===== src/lpm_pkg.sv =====
// Purpose: Shared constants for the low power mode controller.
// Assumes: 8-bit special-function registers written by the core as whole bytes.
// Notes: Bit positions follow the register layouts that firmware programs.
package lpm_pkg;
    localparam int LPM_MON_DIS_BIT = 5;
    localparam int LPM_CLOCK_MODE_REG_B1 = 1;
    localparam int LPM_CLOCK_MODE_REG_B2 = 2;
    localparam int LPM_IDLE_SEL_BIT = 0;
    localparam int LPM_BYPASS_BIT = 6;
    localparam int LPM_N_PCLK = 4;
    localparam int LPM_ACT_LO = 4;
    localparam int LPM_IDLE_LO = 0;
    localparam int LPM_N_WAKE = 4;
    localparam int LPM_CFG_RSTWK_BIT = 4;
    localparam logic [7:0] LPM_CLOCK_MODE_REG_OFF = 8'h00;
    localparam logic [7:0] LPM_RESET_BYTE = 8'h00;
    localparam int LPM_CLK_MHZ = 100;
    localparam int LPM_RST_GUARD_US = 15;
    localparam int LPM_RST_GUARD_CYC = LPM_RST_GUARD_US * LPM_CLK_MHZ;
    typedef enum logic [1:0] {LPM_RUN, LPM_SLEEP, LPM_IDLE} lpm_state_t;
endpackage


===== src/lpm_clk_gate.sv =====
// Purpose: Glitch-free clock gate for one peripheral branch.
// Assumes: Enable is synchronous to CLK.
// Notes: Latch-free style; enable is retimed on the falling edge.
`timescale 1ns/1ps
module lpm_clk_gate (
    input wire logic CLK,
    input wire logic en,
    output logic gclk
);
    logic en_neg_r;

    // The enable changes only while CLK is low, so no pulse is cut short.
    always_ff @(negedge CLK) begin
        en_neg_r <= en;
    end

    assign gclk = CLK & en_neg_r;
endmodule


===== src/lpm_ctrl.sv =====
// Purpose: Power mode and peripheral clock gating controller.
// Assumes: Register write strobes come from the core, one cycle each.
// Notes: No register bus; registers are byte ports with write strobes.
// Operation
// - Sleep retains all state; execution resumes on wake.
// - Four wake sources: oscillator fail, alarm, port match, address match.
// - Writing one to monitor-disable turns supply monitor off.
// - With monitor off, any reset is full power-on and re-enables monitor.
// - Any reset-pin falling edge wakes the device from sleep.
// - Config register shows whether last wake from sleep came from reset pin.
// - Clock-mode bits 1 and 2 enter low power active mode immediately.
// - In active mode gated peripherals stop and their registers are inaccessible.
// - Enable bits 4 to 7 pick running clocks in active mode.
// - Clock-mode written zero or any reset ends active mode.
// - Idle halts core; enable bits 0 to 3 pick running clocks.
// - Idle entered by setting idle-select bit 0 after clock-mode bits.
// - Idle keeps all state; modules may request clocks anytime.
`timescale 1ns/1ps
module lpm_ctrl
    import lpm_pkg::*;
#(
    parameter int N_PCLK = LPM_N_PCLK,
    parameter int GUARD_CYC = LPM_RST_GUARD_CYC
) (
    input wire logic CLK,
    input wire logic SYS_RST,
    input wire logic ANY_RST,
    input wire logic [7:0] WDATA,
    input wire logic PMU_MD_WR,
    input wire logic CLOCK_MODE_REG_WR,
    input wire logic PERIPH_CLOCK_ENABLE_REG_WR,
    input wire logic POWER_CONTROL_REG_WR,
    input wire logic FLASH_SCALE_REG_WR,
    input wire logic SLEEP_REQ,
    input wire logic [LPM_N_WAKE-1:0] WAKE_EN,
    input wire logic [LPM_N_WAKE-1:0] WAKE_EVT,
    input wire logic RST_PIN_N,
    input wire logic [N_PCLK-1:0] PCLK_REQ,
    output logic [7:0] POWER_MGMT_CONFIG_REG,
    output logic [7:0] CLOCK_MODE_REG,
    output logic [7:0] PERIPH_CLOCK_ENABLE_REG,
    output logic [7:0] FLASH_SCALE_REG,
    output logic SUPPLY_MONITOR_ON,
    output logic FULL_POR,
    output logic LP_ACTIVE,
    output logic CPU_HALT,
    output logic SLEEPING,
    output logic RST_GUARD,
    output logic [N_PCLK-1:0] PCLK_EN,
    output logic [N_PCLK-1:0] PERIPH_CLK
);
    // ---------------------------------------------------------------
    // Mode state
    // ---------------------------------------------------------------
    lpm_state_t state_r, state_nxt;
    logic [7:0] clock_mode_reg_r, clock_mode_reg_nxt;
    logic [7:0] periph_clock_enable_reg_r, periph_clock_enable_reg_nxt;
    logic [7:0] flash_scale_reg_r, flash_scale_reg_nxt;
    logic mon_dis_r, mon_dis_nxt;
    logic rst_wake_r, rst_wake_nxt;
    logic pin_r, pin_nxt;
    logic [$clog2(GUARD_CYC+1)-1:0] guard_r, guard_nxt;
    logic lp_sel, pin_fall, wake_src, rst_all;

    function automatic logic lp_bits(input logic [7:0] v);
        lp_bits = v[LPM_CLOCK_MODE_REG_B1] & v[LPM_CLOCK_MODE_REG_B2];
    endfunction

    assign lp_sel = lp_bits(clock_mode_reg_r);
    assign pin_fall = pin_r & ~RST_PIN_N;
    assign wake_src = |(WAKE_EN & WAKE_EVT);
    // Any chip reset clears mode state; it also clears the monitor disable.
    assign rst_all = SYS_RST | ANY_RST;

    always_comb begin
        state_nxt = state_r;
        clock_mode_reg_nxt = clock_mode_reg_r;
        periph_clock_enable_reg_nxt = periph_clock_enable_reg_r;
        flash_scale_reg_nxt = flash_scale_reg_r;
        mon_dis_nxt = mon_dis_r;
        rst_wake_nxt = rst_wake_r;
        pin_nxt = RST_PIN_N;
        guard_nxt = (guard_r != '0) ? guard_r - 1'b1 : guard_r;
        if (CLOCK_MODE_REG_WR) begin
            clock_mode_reg_nxt = WDATA;
        end
        if (PERIPH_CLOCK_ENABLE_REG_WR) begin
            periph_clock_enable_reg_nxt = WDATA;
        end
        if (FLASH_SCALE_REG_WR) begin
            flash_scale_reg_nxt = WDATA;
        end
        if (PMU_MD_WR && WDATA[LPM_MON_DIS_BIT]) begin
            mon_dis_nxt = 1'b1;
        end
        case (state_r)
            LPM_RUN: begin
                if (POWER_CONTROL_REG_WR && WDATA[LPM_IDLE_SEL_BIT] && lp_bits(clock_mode_reg_nxt)) begin
                    state_nxt = LPM_IDLE;
                end else if (SLEEP_REQ) begin
                    state_nxt = LPM_SLEEP;
                end
            end
            LPM_SLEEP: begin
                if (pin_fall) begin
                    state_nxt = LPM_RUN;
                    rst_wake_nxt = 1'b1;
                    guard_nxt = $bits(guard_r)'(GUARD_CYC);
                end else if (wake_src) begin
                    state_nxt = LPM_RUN;
                    rst_wake_nxt = 1'b0;
                end
            end
            LPM_IDLE: begin
                if (pin_fall || wake_src) begin
                    state_nxt = LPM_RUN;
                end
            end
            default: state_nxt = LPM_RUN;
        endcase
    end

    always_ff @(posedge CLK) begin
        if (rst_all) begin
            state_r <= LPM_RUN;
            clock_mode_reg_r <= LPM_CLOCK_MODE_REG_OFF;
            periph_clock_enable_reg_r <= LPM_RESET_BYTE;
            flash_scale_reg_r <= LPM_RESET_BYTE;
            mon_dis_r <= 1'b0;
            rst_wake_r <= 1'b0;
            pin_r <= 1'b1;
            guard_r <= '0;
        end else begin
            state_r <= state_nxt;
            clock_mode_reg_r <= clock_mode_reg_nxt;
            periph_clock_enable_reg_r <= periph_clock_enable_reg_nxt;
            flash_scale_reg_r <= flash_scale_reg_nxt;
            mon_dis_r <= mon_dis_nxt;
            rst_wake_r <= rst_wake_nxt;
            pin_r <= pin_nxt;
            guard_r <= guard_nxt;
        end
    end

    // ---------------------------------------------------------------
    // Clock gating
    // ---------------------------------------------------------------
    // Outside low power modes every branch runs; requests may reopen a
    // gated branch at any time so wake-capable modules keep working.
    genvar g;
    generate
        for (g = 0; g < N_PCLK; g++) begin : g_br
            logic en;
            always_comb begin
                if (state_r == LPM_IDLE) begin
                    en = periph_clock_enable_reg_r[LPM_IDLE_LO + g] | PCLK_REQ[g];
                end else if (lp_sel) begin
                    en = periph_clock_enable_reg_r[LPM_ACT_LO + g] | PCLK_REQ[g];
                end else begin
                    en = 1'b1;
                end
            end
            assign PCLK_EN[g] = en;
            lpm_clk_gate u_gate (
                .CLK(CLK),
                .en(en),
                .gclk(PERIPH_CLK[g])
            );
        end
    endgenerate

    assign POWER_MGMT_CONFIG_REG = 8'(rst_wake_r) << LPM_CFG_RSTWK_BIT;
    assign CLOCK_MODE_REG = clock_mode_reg_r;
    assign PERIPH_CLOCK_ENABLE_REG = periph_clock_enable_reg_r;
    assign FLASH_SCALE_REG = flash_scale_reg_r;
    assign SUPPLY_MONITOR_ON = ~mon_dis_r;
    assign FULL_POR = ANY_RST & mon_dis_r;
    assign LP_ACTIVE = lp_sel && state_r == LPM_RUN;
    assign CPU_HALT = state_r != LPM_RUN;
    assign SLEEPING = state_r == LPM_SLEEP;
    assign RST_GUARD = guard_r != '0;
endmodule


===== config.mk =====
export PLATFORM = sky130hd
export DESIGN_NAME = lpm_ctrl
export DESIGN_NICKNAME = d
export VERILOG_FILES = /design/src/lpm_pkg.sv /design/src/lpm_clk_gate.sv /design/src/lpm_ctrl.sv
export SDC_FILE = /design/constraint.sdc
export NUM_CORES = 1
export LEC_CHECK = 0
export BUFFER_PORTS_ARGS = -buffer_cell sky130_fd_sc_hd__buf_2
export CAP_MARGIN = 20
export CORE_ASPECT_RATIO = 0.9
export CORE_UTILIZATION = 40
export CTS_CLUSTER_DIAMETER = 200
export DETAILED_ROUTE_END_ITERATION = 8
export PLACE_DENSITY = 0.68
export SLEW_MARGIN = 0
export SYNTH_ARGS = -nofsm -noshare
export SYNTH_HDL_FRONTEND = slang
export SYNTH_SLANG_ARGS = --single-unit

===== constraint.sdc =====
create_clock -name CLK -period 3.65 [get_ports CLK]
set_input_delay 0.73 -clock CLK [delete_from_list [all_inputs] [get_ports CLK]]
set_output_delay 0.73 -clock CLK [all_outputs]
set_load 0.05 [all_outputs]

== Word-level counts from Yosys, hierarchy flattened ==
Cells that the tools add are included.

* Mux-type cells: 20
* Equality and inequality tests: 5
* Bitwise gates (word level): 20
* Reduce and logical (&&, ||, !) cells: 12
* Add/subtract/negate cells: 1

{| class="wikitable"
|+ Operator list
! cell !! number
|-
| 11-bit two-way mux || 3
|-
| 11-bit nonzero test || 1
|-
| 11-bit by 1-bit subtractor with 11-bit output, second input constant || 1
|-
| 1-bit two-way mux || 10
|-
| 2-bit two-way mux || 5
|-
| 1-bit bitwise OR || 9
|-
| 1-bit AND || 8
|-
| 2-bit one-hot mux with 3 select lines || 1
|-
| 4-bit AND || 1
|-
| 1-bit logical AND || 4
|-
| 2-bit nonzero test || 2
|-
| 4-bit OR reduction || 1
|-
| 3-bit two-way mux || 1
|-
| 3-bit by 1-bit != test with 1-bit output, second input constant || 1
|-
| 3-bit != test, second input constant || 1
|-
| 3-bit AND reduction || 1
|-
| 2-bit by 1-bit equality test with 1-bit output, second input constant || 1
|-
| 2-bit equality test, second input constant || 1
|-
| 2-bit zero test || 1
|-
| 2-bit != test, second input constant || 1
|-
| 1-bit inverter || 2
|-
| 2-bit AND reduction || 1
|-
| 1-bit logical OR || 1
|}

* Input port bits: 30
* Flip-flop bits (word level): 44
* Output and inout port bits: 46
* Logic and storage cells: 71

== Depth between registers and ports, before layout ==
* Depth in word-level cells: 5
* Mapped depth: 8
* Depth with buffers taken out: 7

== Hierarchy ==
From an unflattened synthesis, not the netlist that was laid out.

* Cell total of the unflattened synthesis: 210
* Area, all modules: 1933.1 µm²

{| class="wikitable"
|+ Modules (own cells, without submodules)
! module !! seq. area each (µm²) !! cells each !! area each (µm²) !! times used
|-
| lpm_ctrl || 800.8 || 198 || 1813.0 || 1
|-
| lpm_clk_gate || 20.0 || 3 || 30.0 || 4
|}

==> out/metrics.csv <==
metric,value,unit
status,completed,
Post-synth EDFFs,0,
GPL Wtd Cong,0.807,
initial antenna violation count,0,
final number of setup-violating endpoints,0,
largest net degree at the start of global routing,37,
relative slew slack,0.537,
Yosys top cell area share,0.452,
CTS Hold Bufs,0,
Post-Syn Area per Cell,9.20,µm²
Synth warnings,0,
worst vdd ir,0.532,mV
Std-Cell Rows,23,
"Reg clk slew, reported paths",80,ps
"area leader, netlist",dfxtp_1,
largest cells by area after synthesis,"dfxtp_1, mux2i_1, buf_4",
max-slew violation count,0,
area grow syn2layout,25.9,%
Starting Density,0.426,
diode count,0,
Synth Instances,212,
vias in the first global route,1393,
Critical Path AT,2880,ps
WS Path Type,reg2out,
drt first pass iters,4,
Placed Cells,323,
Startpoint Class,flop,
Sum Neg Setup Slack,0,ps
critical path peak fanout,1,
Area after DPL,2230,µm²
port bufs,68,
synth unique cells,38,
GRT Resource Usage Total,0.175,
Die Footprint,5160,µm²
Multi-input gate area,906,µm²
most common cell in the netlist,dfxtp_1,
HPWL after detailed placement,3000,µm
Routed WL,4300,µm
cell leakage power,1.18,nW
Routed Antenna Nets,0,
CP required,2920,ps
final net count,307,
Die X,75.6,µm
Max-cap violations,0,
"Seq/Total Area, Yosys",0.452,
"top cells by count, synth","dfxtp_1, nor2_1, mux2i_1",
I/O Pins,76,
Mapped Area,1950,µm²
CTS tree,done,
chip height,68.3,µm
first-pass GRT wire length,6420,µm
Seq cells post-synth,44,
worst slew pin tran,694,ps
Setup WS post-layout,40.5,ps
clk_skew,76.6,ps
storage element area,883,µm²
clock latency on the worst-skew pair,470,ps
Power Total,0.00216,W
final hold viol count,0,
"Top FF cell, synth",dfxtp_1,
pwr/cell area,881,nW/µm²
number of DRC markers in iteration 0,93,
Fillers,436,
Core Box Area,4580,µm²
"FFs w/ async S/R, synth",0,
number of vias per cell,4.71,
Overflow after GRT,0,
layout cells sized above 1,0.332,
DRC,0,
Post-Place Setup Slack,456,ps
HP Class,reg2reg,
Post-Layout Cell Count,339,
routed len/inst,12.7,µm
DR vias,1595,
final instance area,2460,µm²
CP Capture Type,output port,
per-stage QoR:
step | util | hold slack, ps
floorplan | - | 450
detailed placement | 0.487 | 472
CTS | 0.530 | 491
global route | 0.537 | 526
global placement | 0.487 | 466
finish | 0.537 | 484
cell families (layout without fill, tap and decap cells):
kind of cell / count (synthesis) / in the layout / share of synthesized area
AO/OA/AOI/OAI: 27 / 27 / 0.0892
XOR/XNOR: 2 / 2 / 0.00898
adder cells (fa/ha/maj): 2 / 2 / 0.0128
buffers and inverters: 34 / 93 / 0.101
flip-flops: 44 / 44 / 0.452
multiplexers: 26 / 26 / 0.133
other: 1 / 7 / 0.00192
AND/OR/NAND/NOR: 76 / 76 / 0.201
worst max-delay path: stages, from the launching register on:
cell and delay [ps]:
dfxtp_2 300, and2_4 150, buf_6 140
flip-flops by register name (all words and copies together), names as in the netlist:
register	flops
CLOCK_MODE_REG	8
FLASH_SCALE_REG	8
PERIPH_CLOCK_ENABLE_REG	8
g_br.u_gate.en_neg_r	4
guard_r	11
mon_dis_r	1
pin_r	1
rst_wake_r	1
state_r	2
final timing paths:
| kind | from | end | slack [ps] | cells after the start |
|---|---|---|---|---|
| max | g_br[1].u_gate.en_neg_r | PERIPH_CLK[1] | 40 | 2 |
| min | mon_dis_r | mon_dis_r | 480 | 2 |
| max reg2reg | state_r[0] | g_br[1].u_gate.en_neg_r | 680 | 4 |
| min reg2reg | mon_dis_r | mon_dis_r | 480 | 2 |
where the power goes:
group / internal [W] / leakage, nW / total, W / switching, W
clock network: 0.000480 / 0.154 / 0.000894 / 0.000413
registers: 0.000543 / 0.358 / 0.000600 / 0.0000577
logic: 0.000250 / 0.670 / 0.000669 / 0.000420
area by class of cell:
type,instances,share of cell area
clock buffer,16,0.0790
clock inverter,5,0.0183
inverter,8,0.0122
multi-input combinational,140,0.369
sequential,44,0.360
tap,62,0.0316
timing repair buffer,64,0.130
cell usage in the layout, fill, tap and decap left out, drive strengths merged, types with 4 or more instances in the layout:
master  count
a21oi       8
a31oi       5
mux2i      26
nand2       8
nor2       30
nand2b      9
dfxtp      44
o22ai       4
nand3       4
or2         4
inv        12
buf        68
clkbuf     12
conb        7
and2        5
what timing repair did:
item                       4_1_cts  5_1_grt
resized for setup                4       11
setup endpoints to repair        8        8
buffers inserted                 0        0
pin swaps                        0        1
metal layers:
layer | up-vias | share of wire | wire, µm | GRT usage
li1 | 825 | - | - | -
met5 | - | 0 | 0 | 0
met1 | 715 | 0.48 | 2080 | 0.233
met4 | 0 | 0.0063 | 27 | 0.127
met3 | 2 | 0.055 | 238 | 0.0560
met2 | 53 | 0.45 | 1960 | 0.233
Note: power is estimated with default switching activity, not from simulation.
